$ cat config.mk
export PLATFORM = sky130hd
export DESIGN_NAME = sor_output_stage
export DESIGN_NICKNAME = d
export VERILOG_FILES = /design/src/common/sor_pkg.sv /design/src/design/sor_output_stage.sv
export VERILOG_INCLUDE_DIRS = /design/src /design/src/common
export SDC_FILE = /design/constraint.sdc
export NUM_CORES = 1
export LEC_CHECK = 0
export BUFFER_PORTS_ARGS = -buffer_cell sky130_fd_sc_hd__buf_2
export CAP_MARGIN = 40
export CORE_UTILIZATION = 54
export DETAILED_ROUTE_END_ITERATION = 12
export PLACE_DENSITY = 0.79
export SYNTH_ARGS = -nofsm -noshare
export SYNTH_HDL_FRONTEND = slang
export SYNTH_SLANG_ARGS = --single-unit
$ cat constraint.sdc
create_clock -name clk_sys_i -period 5.2 [get_ports clk_sys_i]
set_input_delay 0 -clock clk_sys_i [delete_from_list [all_inputs] [get_ports clk_sys_i]]
set_output_delay 0 -clock clk_sys_i [all_outputs]
set_load 0.01 [all_outputs]
$ cat src/common/sor_consts.svh
// Constants for the sensor output stage routing block
`ifndef SOR_CONSTS_SVH
`define SOR_CONSTS_SVH
`define SOR_CLK_HZ 125000000
`define SOR_START_WIN_MS 20
`define SOR_START_WIN_CYC (`SOR_START_WIN_MS * (`SOR_CLK_HZ / 1000))
`define SOR_WDOG_MS 10
`define SOR_WDOG_CYC (`SOR_WDOG_MS * (`SOR_CLK_HZ / 1000))
`define SOR_PWM_MAX_HZ 4000
`define SOR_PWM_DIV_MIN ((`SOR_CLK_HZ + (`SOR_PWM_MAX_HZ << 9) - 1) / (`SOR_PWM_MAX_HZ << 9))
`define SOR_DAC_HI 11'h7ff
`define SOR_DAC_LO 11'h000
`define SOR_SS_IDLE 1'b1
`define SOR_CFG_I2C_ANA 5'h07
`define SOR_CFG_I2C_PLS 5'h0d
`define SOR_CFG_I2C_LAST 5'h12
`define SOR_CFG_SPI_FIRST 5'h13
`define SOR_CFG_SPI_ANA 5'h16
`define SOR_CFG_SPI_PLS 5'h19
`define SOR_CFG_SPI_LAST 5'h1b
`define SOR_ERR_WIRE 8'h01
`define SOR_ERR_CMODE 8'h02
`define SOR_ERR_WDOG 8'h03
`define SOR_ERR_RAM 8'h04
`define SOR_ERR_ROM 8'h05
`define SOR_ERR_NVM 8'h06
`define SOR_ERR_PAR 8'h07
`define SOR_ERR_SIG 8'h08
`endif

$ cat src/common/sor_pkg.sv
// Types for the sensor output stage routing block
package sor_pkg;
    typedef enum logic [1:0] {
        SOR_WIN = 2'b00, SOR_ONEW = 2'b01, SOR_RUN = 2'b10
    } sor_state_e;
    typedef enum logic [1:0] {
        SOR_NONE = 2'b00, SOR_ALM = 2'b01, SOR_PLS = 2'b10, SOR_ANA = 2'b11
    } sor_sel_e;
    typedef enum logic [1:0] {
        SOR_IF_ONEW = 2'b00, SOR_IF_I2C = 2'b01, SOR_IF_SPI = 2'b10
    } sor_if_e;
    typedef struct packed {
        logic spi;
        sor_sel_e o_sel;
        sor_sel_e a_sel;
        logic b_alm;
    } sor_pin_s;
    typedef struct packed {
        sor_state_e st;
        logic [22:0] win;
        logic [2:0][14:0] res;
        logic [15:0] div;
        logic [11:0] pcnt;
        logic pwm_a;
        logic pwm_b;
        logic [1:0] alm;
        logic [1:0][7:0] dly;
        logic [23:0] wd;
        logic alive;
        logic [1:0] w1;
        logic [1:0] w2;
        logic ss1;
        logic ss2;
        logic diag;
        logic diag_hi;
        logic ctrl_err;
        logic [7:0] code;
        logic out;
        logic out_oe;
        logic out_ana;
        logic a;
        logic a_oe;
        logic b;
        logic b_oe;
        logic cs;
        logic [10:0] dac;
        sor_if_e ifs;
        logic [1:0] vstep;
    } sor_state_s;
endpackage

$ cat src/design/sor_output_stage.sv
// Output stage routing, alarms, start window and diagnostics
`timescale 1ns/1ps
`default_nettype none
`include "sor_consts.svh"
module sor_output_stage #(
    parameter int unsigned START_WIN_CYC = `SOR_START_WIN_CYC,
    parameter int unsigned WDOG_CYC = `SOR_WDOG_CYC
) (
    // Clock and reset
    input wire logic clk_sys_i,
    input wire logic reset_i,
    // Nonvolatile configuration
    input wire logic [4:0] cfg_num_i,
    input wire logic cfg_win_en_i,
    input wire logic [2:0] cfg_route_i,
    input wire logic [1:0] cfg_pwm_bits_i,
    input wire logic [15:0] cfg_pwm_div_i,
    input wire logic [1:0] cfg_vstep_i,
    input wire logic [1:0][14:0] cfg_thr_i,
    input wire logic [1:0][14:0] cfg_hys_i,
    input wire logic [1:0] cfg_dir_i,
    input wire logic cfg_window_i,
    input wire logic [1:0][7:0] cfg_on_dly_i,
    input wire logic [1:0][7:0] cfg_off_dly_i,
    // Measurement results
    input wire logic [14:0] res_bridge_i,
    input wire logic [14:0] res_t1_i,
    input wire logic [14:0] res_t2_i,
    input wire logic [2:0] res_vld_i,
    // Serial interface and controller
    input wire logic ow_req_i,
    input wire logic ow_release_i,
    input wire logic spi_sdo_i,
    input wire logic cpu_alive_i,
    // Error sources
    input wire logic [1:0] wire_low_i,
    input wire logic cm_fault_i,
    input wire logic ram_err_i,
    input wire logic rom_err_i,
    input wire logic nvm_err_i,
    input wire logic reg_par_err_i,
    input wire logic sig_err_i,
    // Pins
    input wire logic multi_pin_b_i,
    output logic out_pin_o,
    output logic out_pin_oe_o,
    output logic out_analog_en_o,
    output logic multi_pin_a_o,
    output logic multi_pin_a_oe_o,
    output logic multi_pin_b_o,
    output logic multi_pin_b_oe_o,
    // Converter, interface and status
    output logic [10:0] dac_code_o,
    output logic [1:0] if_sel_o,
    output logic spi_sel_o,
    output logic [1:0] vstep_o,
    output logic diag_o,
    output logic diag_hi_o,
    output logic [7:0] err_code_o,
    output logic ctrl_err_o
);
    if (START_WIN_CYC < 1 || START_WIN_CYC >= (1 << 23))
        $error("START_WIN_CYC out of range");
    if (WDOG_CYC < 2 || WDOG_CYC >= (1 << 24))
        $error("WDOG_CYC out of range");

    // ==========================================================
    // Decoding
    function automatic sor_pkg::sor_pin_s pin_map(input logic [4:0] n);
        sor_pkg::sor_pin_s p;
        logic [4:0] k;
        p = '0;
        k = 5'h00;
        if (n != 5'h00 && n <= `SOR_CFG_I2C_LAST) begin
            p.o_sel = n >= `SOR_CFG_I2C_PLS ? sor_pkg::SOR_PLS :
                      n >= `SOR_CFG_I2C_ANA ? sor_pkg::SOR_ANA :
                      sor_pkg::SOR_NONE;
            k = n - (n >= `SOR_CFG_I2C_PLS ? `SOR_CFG_I2C_PLS :
                     n >= `SOR_CFG_I2C_ANA ? `SOR_CFG_I2C_ANA : 5'h01);
            p.a_sel = (k == 5'h01 || k == 5'h03) ? sor_pkg::SOR_ALM :
                      k >= 5'h04 ? sor_pkg::SOR_PLS : sor_pkg::SOR_NONE;
            p.b_alm = k == 5'h02 || k == 5'h03 || k == 5'h05;
        end else if (n >= `SOR_CFG_SPI_FIRST && n <= `SOR_CFG_SPI_LAST) begin
            p.spi = 1'b1;
            p.o_sel = n >= `SOR_CFG_SPI_PLS ? sor_pkg::SOR_PLS :
                      n >= `SOR_CFG_SPI_ANA ? sor_pkg::SOR_ANA :
                      sor_pkg::SOR_NONE;
            k = n - (n >= `SOR_CFG_SPI_PLS ? `SOR_CFG_SPI_PLS :
                     n >= `SOR_CFG_SPI_ANA ? `SOR_CFG_SPI_ANA :
                     `SOR_CFG_SPI_FIRST);
            p.a_sel = k == 5'h01 ? sor_pkg::SOR_ALM :
                      k == 5'h02 ? sor_pkg::SOR_PLS : sor_pkg::SOR_NONE;
        end
        return p;
    endfunction

    function automatic logic [1:0] src_idx(input logic [2:0] m,
                                           input logic hi);
        src_idx = 2'h3;
        for (int i = 0; i < 3; i++) begin
            if (m[i] && (hi || src_idx == 2'h3))
                src_idx = 2'(i);
        end
    endfunction

    function automatic logic pwm_lvl(input logic [14:0] r,
                                     input logic [11:0] cnt,
                                     input logic [1:0] bits);
        logic [11:0] v;
        v = 12'(r >> (3'h6 - {1'b0, bits}));
        return cnt < v;
    endfunction

    // ==========================================================
    // State
    sor_pkg::sor_state_s st_r;
    sor_pkg::sor_state_s st_nxt;
    sor_pkg::sor_pin_s pm;
    logic cs_act;
    logic tick;
    logic want;
    logic on_c;
    logic off_c;
    logic [1:0] dac_i;
    logic [1:0] pa_i;
    logic [1:0] pb_i;
    logic [14:0] dac_res;
    logic [15:0] v;
    logic [15:0] t;
    logic [15:0] h;
    logic [15:0] lo;
    logic [15:0] div_lim;
    logic [11:0] pmask;

    // ==========================================================
    // Next state
    always_comb begin
        st_nxt = st_r;
        pm = pin_map(cfg_num_i);
        want = 1'b0;
        on_c = 1'b0;
        off_c = 1'b0;
        v = {1'b0, res_bridge_i};
        t = 16'h0000;
        h = 16'h0000;
        lo = 16'h0000;
        cs_act = st_r.st == sor_pkg::SOR_RUN && pm.spi && !st_r.ss2;
        dac_i = src_idx(~cfg_route_i, 1'b0);
        pb_i = src_idx(cfg_route_i, 1'b0);
        pa_i = src_idx(cfg_route_i, 1'b1);
        dac_res = dac_i == 2'h3 ? 15'h0000 : st_r.res[dac_i];
        div_lim = cfg_pwm_div_i < 16'(`SOR_PWM_DIV_MIN) ?
                  16'(`SOR_PWM_DIV_MIN) : cfg_pwm_div_i;
        pmask = 12'hfff >> (2'h3 - cfg_pwm_bits_i);
        tick = st_r.div >= div_lim - 16'h0001;

        // Synchronisers
        st_nxt.w1 = wire_low_i;
        st_nxt.w2 = st_r.w1;
        st_nxt.ss1 = multi_pin_b_i;
        st_nxt.ss2 = st_r.ss1;
        st_nxt.cs = cs_act;

        // Start window
        case (st_r.st)
            sor_pkg::SOR_WIN: begin
                st_nxt.win = st_r.win + 23'h000001;
                if (!cfg_win_en_i)
                    st_nxt.st = sor_pkg::SOR_RUN;
                else if (ow_req_i)
                    st_nxt.st = sor_pkg::SOR_ONEW;
                else if (st_r.win == 23'(START_WIN_CYC - 1))
                    st_nxt.st = sor_pkg::SOR_RUN;
            end
            sor_pkg::SOR_ONEW: begin
                if (ow_release_i)
                    st_nxt.st = sor_pkg::SOR_RUN;
            end
            sor_pkg::SOR_RUN: st_nxt.st = sor_pkg::SOR_RUN;
            default: st_nxt.st = sor_pkg::SOR_WIN;
        endcase
        st_nxt.ifs = st_r.st != sor_pkg::SOR_RUN ? sor_pkg::SOR_IF_ONEW :
                     pm.spi ? sor_pkg::SOR_IF_SPI : sor_pkg::SOR_IF_I2C;

        // Result registers
        if (res_vld_i[0])
            st_nxt.res[0] = res_bridge_i;
        if (res_vld_i[1])
            st_nxt.res[1] = res_t1_i;
        if (res_vld_i[2])
            st_nxt.res[2] = res_t2_i;

        // Pulse generator
        st_nxt.div = tick ? 16'h0000 : st_r.div + 16'h0001;
        if (tick)
            st_nxt.pcnt = (st_r.pcnt & pmask) == pmask ? 12'h000 :
                          (st_r.pcnt & pmask) + 12'h001;
        st_nxt.pwm_a = pa_i != 2'h3 &&
                       pwm_lvl(st_r.res[pa_i], st_r.pcnt, cfg_pwm_bits_i);
        st_nxt.pwm_b = pb_i != 2'h3 &&
                       pwm_lvl(st_r.res[pb_i], st_r.pcnt, cfg_pwm_bits_i);

        // Alarm channels, bridge result only
        for (int c = 0; c < 2; c++) begin
            t = {1'b0, cfg_thr_i[c]};
            h = {1'b0, cfg_hys_i[c]};
            lo = {1'b0, cfg_thr_i[1]};
            if (c == 0 && cfg_window_i) begin
                on_c = v >= lo && v <= t;
                off_c = v + h < lo || v > t + h;
            end else if (cfg_dir_i[c]) begin
                on_c = v < t;
                off_c = v > t + h;
            end else begin
                on_c = v > t;
                off_c = v + h < t;
            end
            want = st_r.alm[c] ? !off_c : on_c;
            if (res_vld_i[0]) begin
                if (want == st_r.alm[c]) begin
                    st_nxt.dly[c] = 8'h00;
                end else if (st_r.dly[c] >= (want ? cfg_on_dly_i[c] :
                                            cfg_off_dly_i[c])) begin
                    st_nxt.alm[c] = want;
                    st_nxt.dly[c] = 8'h00;
                end else begin
                    st_nxt.dly[c] = st_r.dly[c] + 8'h01;
                end
            end
        end

        // Watchdog
        if (cpu_alive_i)
            st_nxt.alive = 1'b1;
        if (res_vld_i[0] && (st_r.alive || cpu_alive_i)) begin
            st_nxt.wd = 24'h000000;
            st_nxt.alive = 1'b0;
        end else if (st_r.wd != 24'(WDOG_CYC - 1)) begin
            st_nxt.wd = st_r.wd + 24'h000001;
        end

        // Error detection
        if (sig_err_i || reg_par_err_i)
            st_nxt.ctrl_err = 1'b1;
        if (!st_r.diag) begin
            st_nxt.diag = 1'b1;
            st_nxt.diag_hi = 1'b0;
            if (|st_r.w2) begin
                st_nxt.code = `SOR_ERR_WIRE;
                st_nxt.diag_hi = 1'b1;
            end else if (cm_fault_i) begin
                st_nxt.code = `SOR_ERR_CMODE;
                st_nxt.diag_hi = 1'b1;
            end else if (st_r.wd == 24'(WDOG_CYC - 1))
                st_nxt.code = `SOR_ERR_WDOG;
            else if (ram_err_i)
                st_nxt.code = `SOR_ERR_RAM;
            else if (rom_err_i)
                st_nxt.code = `SOR_ERR_ROM;
            else if (nvm_err_i)
                st_nxt.code = `SOR_ERR_NVM;
            else if (reg_par_err_i)
                st_nxt.code = `SOR_ERR_PAR;
            else if (sig_err_i)
                st_nxt.code = `SOR_ERR_SIG;
            else
                st_nxt.diag = 1'b0;
        end

        // DAC and regulator
        st_nxt.dac = st_r.diag ? (st_r.diag_hi ? `SOR_DAC_HI : `SOR_DAC_LO)
                     : dac_res[14:4];
        st_nxt.vstep = cfg_vstep_i;

        // OUT pin
        st_nxt.out = 1'b0;
        st_nxt.out_oe = 1'b0;
        st_nxt.out_ana = 1'b0;
        if (st_r.st == sor_pkg::SOR_RUN) begin
            if (pm.o_sel == sor_pkg::SOR_ANA) begin
                st_nxt.out_ana = 1'b1;
            end else if (pm.o_sel == sor_pkg::SOR_PLS) begin
                st_nxt.out_oe = 1'b1;
                if (cs_act)
                    st_nxt.out = 1'b0;
                else if (st_r.diag)
                    st_nxt.out = st_r.diag_hi;
                else
                    st_nxt.out = st_r.pwm_b;
            end
        end

        // Multi-function pins
        st_nxt.a = 1'b0;
        st_nxt.a_oe = 1'b0;
        st_nxt.b = 1'b0;
        st_nxt.b_oe = 1'b0;
        if (st_r.st == sor_pkg::SOR_RUN) begin
            if (cs_act) begin
                st_nxt.a = spi_sdo_i;
                st_nxt.a_oe = 1'b1;
            end else if (pm.a_sel == sor_pkg::SOR_ALM) begin
                st_nxt.a = st_r.alm[0];
                st_nxt.a_oe = 1'b1;
            end else if (pm.a_sel == sor_pkg::SOR_PLS) begin
                st_nxt.a = st_r.diag ? st_r.diag_hi : st_r.pwm_a;
                st_nxt.a_oe = 1'b1;
            end
            if (!pm.spi && pm.b_alm) begin
                st_nxt.b = st_r.alm[1];
                st_nxt.b_oe = 1'b1;
            end
        end
    end

    // ==========================================================
    // Registers
    always_ff @(posedge clk_sys_i) begin
        if (reset_i) begin
            st_r <= '0;
            st_r.ss1 <= `SOR_SS_IDLE;
            st_r.ss2 <= `SOR_SS_IDLE;
        end else begin
            st_r <= st_nxt;
        end
    end

    assign out_pin_o = st_r.out;
    assign out_pin_oe_o = st_r.out_oe;
    assign out_analog_en_o = st_r.out_ana;
    assign multi_pin_a_o = st_r.a;
    assign multi_pin_a_oe_o = st_r.a_oe;
    assign multi_pin_b_o = st_r.b;
    assign multi_pin_b_oe_o = st_r.b_oe;
    assign dac_code_o = st_r.dac;
    assign if_sel_o = st_r.ifs;
    assign spi_sel_o = st_r.cs;
    assign vstep_o = st_r.vstep;
    assign diag_o = st_r.diag;
    assign diag_hi_o = st_r.diag_hi;
    assign err_code_o = st_r.code;
    assign ctrl_err_o = st_r.ctrl_err;
endmodule
`default_nettype wire

==> results.yml <==
floorplan:
  die_area_mm2: 0.0305
  io_pins: 221
  core_mm2: 0.0290
  start_util: 0.554
  fp-row-count: 62
  die_x_um: 175
  die_h_um: 175
placed_design:
  place.port_buffers: 216
  place.gp.congestion: 0.962
  dpl.hpwl_mm: 34.5
sta:
  fmax_ghz: 0.192
  fin_crit_ns: 5.20
  worst_pin_slew_ns: 0.979
  rsz0062_at_grt: "yes"
  tns_ns: 0
  period_share: 0.999
  hold_viol: 0
  slew_headroom: 0.330
  setup_viol: 0
  fin_worst_skew_ns: 0.0143
  final-max-slew-violation-count: 0
drt:
  dr_wl_met2_mm: 21.7
  highest_layer: "met5"
  dr.pass1.iters: 5
  ant_nets: 0
  met1Wirelength_mm: 19.0
  drc_errors: 0
  dr_wl_met3_mm: 2.68
  wl_mm: 45.1
  wl_per_cell_um: 16.8
  initialDrtViolationCount: 893
  vias_per_cell: 5.90
  vias: 15800
final_layout:
  area_growth_pct: 21.5
  layout.nets: 2710
  drive_gt1_frac: 0.197
  final_util: 0.673
  multiInputGateArea_mm2: 0.0121
  fillers: 2348
  regArea_mm2: 0.00358
synth:
  synth_top_area_cell: "dfxtp_1"
  yosysMostFrequentCell: "ha_1"
  synth_top_area_frac: 0.223
  synth-main-ff-cell: "dfxtp_1"
  synth_common_cells: "ha_1 (239), nor2_1 (205), dfxtp_1 (179)"
  synthTopCellsByArea: "dfxtp_1 (22%), ha_1 (19%), mux2i_1 (6.9%), nor2_1 (4.8%), xor2_1 (3.9%)"
  ys_warn_count: 0
  async_flop_share: 0
  syn_avg_cell_area_um2: 8.17
  syn_area_mm2: 0.0161
  synthCells: 1969
  synth-seq-cells: 179
  seq_area_frac_synth: 0.223
  synth_cell_types: 87
  synth_edf_count: 0
setup_path:
  start_kind: "input port"
  cp_top_family: "compound AO/OA/AOI/OAI gates"
  slowest_delay_ns: 0.47
  cp-end-kind: "register"
  cp.required_ns: 5.57
  cp_slowest_cell: "o41a_1"
  criticalPathCategory: "in -> reg"
  cp_num_buf_inv: 5
  path_depth: 31
  crit_path_max_fanout: 5
  rr_worst_depth: 14
  cp.arrival_ns: 5.57
clocking:
  cts_tree: "built"
  clockBufferDepth: 2
  numCtsBuffers: 17
  ctsHtreeMaxLevel: 4
  root_buffer: "clkbuf_16"
  clock_latency_ns: 0.44
  clkTransAtPathRegs_ns: 0.08
  cts.sinks: 179
pwr:
  peakVddDrop_uv: 218
  p_per_area_mw_per_mm2: 219
  cellLeakagePower_uw: 0.00887
hold_path:
  hold_depth: 5
  hold_class: "in -> reg"
job:
  maxCapViolCount: 0
grt:
  grtUsageTotal: 0.291
  grt_max_degree: 63
  antenna_found_initial: 2
  grt_pass1_vias: 15500
  overflow: 0
  grt_pass1_wl_mm: 72.8
status:
  status: "finished clean"
==> path summary, 6_finish.rpt <==
path                                       from  slack [ns]         to
worst min-delay path               cfg_win_en_i        0.02  st_r[181]
worst max-delay path            res_bridge_i[0]       0.003   st_r[75]
worst max register to register         st_r[82]        2.13   st_r[75]
worst min register to register       st_nxt[34]        0.42   st_r[34]
==> cells in the final DEF, fill, tap and decap left out, types with 35 or more instances in the layout <==
cell	Yosys	routed
dlygate4sd3_1	0	49
nand4_1	39	39
o21ai_0	104	96
xnor2_1	57	57
buf_4	23	106
dfxtp_1	179	179
nand3_1	56	56
xor2_1	72	72
buf_2	8	211
ha_1	239	231
nand2_1	142	141
a21oi_1	114	105
mux2i_1	111	110
nor3_1	40	35
nor2_1	205	203
inv_1	94	92
==> cell families (layout without fill, tap and decap cells) <==
| kind of cell | Yosys count | count (layout) | share of synthesized area |
|---|---|---|---|
| simple gates | 640 | 640 | 0.192 |
| compound gates | 467 | 467 | 0.191 |
| fa+ha+maj | 244 | 244 | 0.192 |
| buf+inv | 182 | 502 | 0.0489 |
| flops | 179 | 179 | 0.223 |
| xor+xnor | 129 | 129 | 0.0703 |
| mux | 127 | 127 | 0.0824 |
| other cells | 1 | 5 | 0.000233 |
==> worst reg2reg max path, cell delays in order (launching register included) <==
cell      delay (ns)
dfxtp_1         0.43
o221a_2         0.27
nor2_4          0.07
mux2_4          0.32
ha_4            0.21
nand2b_4        0.12
a21o_1          0.16
a21oi_2         0.11
o21ai_1         0.06
o41a_1          0.47
buf_4           0.18
a211oi_2        0.16
buf_4           0.16
nand4b_1        0.12
a21oi_2         0.16
==> stage by stage <==
step                cells  instance area [µm²]  setup WS [ns]  hold slack, ns  total power, µW
finish               2677                19500        0.00336          0.0155             4290
global route         2676                19500         -0.246          0.0269             4550
CTS                  2667                19200        -0.0409         0.00334             4230
detailed placement   2580                17900         -0.670           0.197             2880
global placement     2580                17900         -0.341           0.207             2820
floorplan            1972                16100      0.0000560           0.104             2430
==> flip-flops by register name, summed over array words and instances (netlist names), 2 cells and up <==
| register | count |
|---|---|
| st_r | 146 |
| dac_code_o | 11 |
| err_code_o | 4 |
| st_nxt | 3 |
| if_sel_o | 2 |
| vstep_o | 2 |
==> power by group <==
part | internal [µW] | switching, µW | leakage, µW
combinational | 708 | 812 | 0.00712
clock | 653 | 643 | 0.000293
sequential | 1420 | 46.6 | 0.00146
total | 2780 | 1500 | 0.00887
==> area by class of cell <==
| class | count | share of cell area |
|---|---|---|
| multi-input combinational | 1611 | 0.617 |
| sequential | 179 | 0.183 |
| timing repair buffer | 374 | 0.125 |
| tap | 384 | 0.0246 |
| clock buffer | 17 | 0.0218 |
| inverter | 96 | 0.0184 |
| clock inverter | 15 | 0.00929 |
| antenna | 1 | 0.000128 |
==> per-layer routing <==
layer,vias to the layer above,track usage
li1,7777,-
met1,7363,0.355
met2,549,0.508
met3,115,0.0416
met4,2,0.124
met5,-,0
==> what timing repair did <==
action,4_1_cts,5_1_grt
gates resized for setup,29,58
pin swaps,30,57
buffers inserted,6,9
cloned,0,0
hold endpoints to repair,49,0
endpoints found under the setup margin,17,18
hold buffers,49,0
Power figures use the tool's default switching activity.
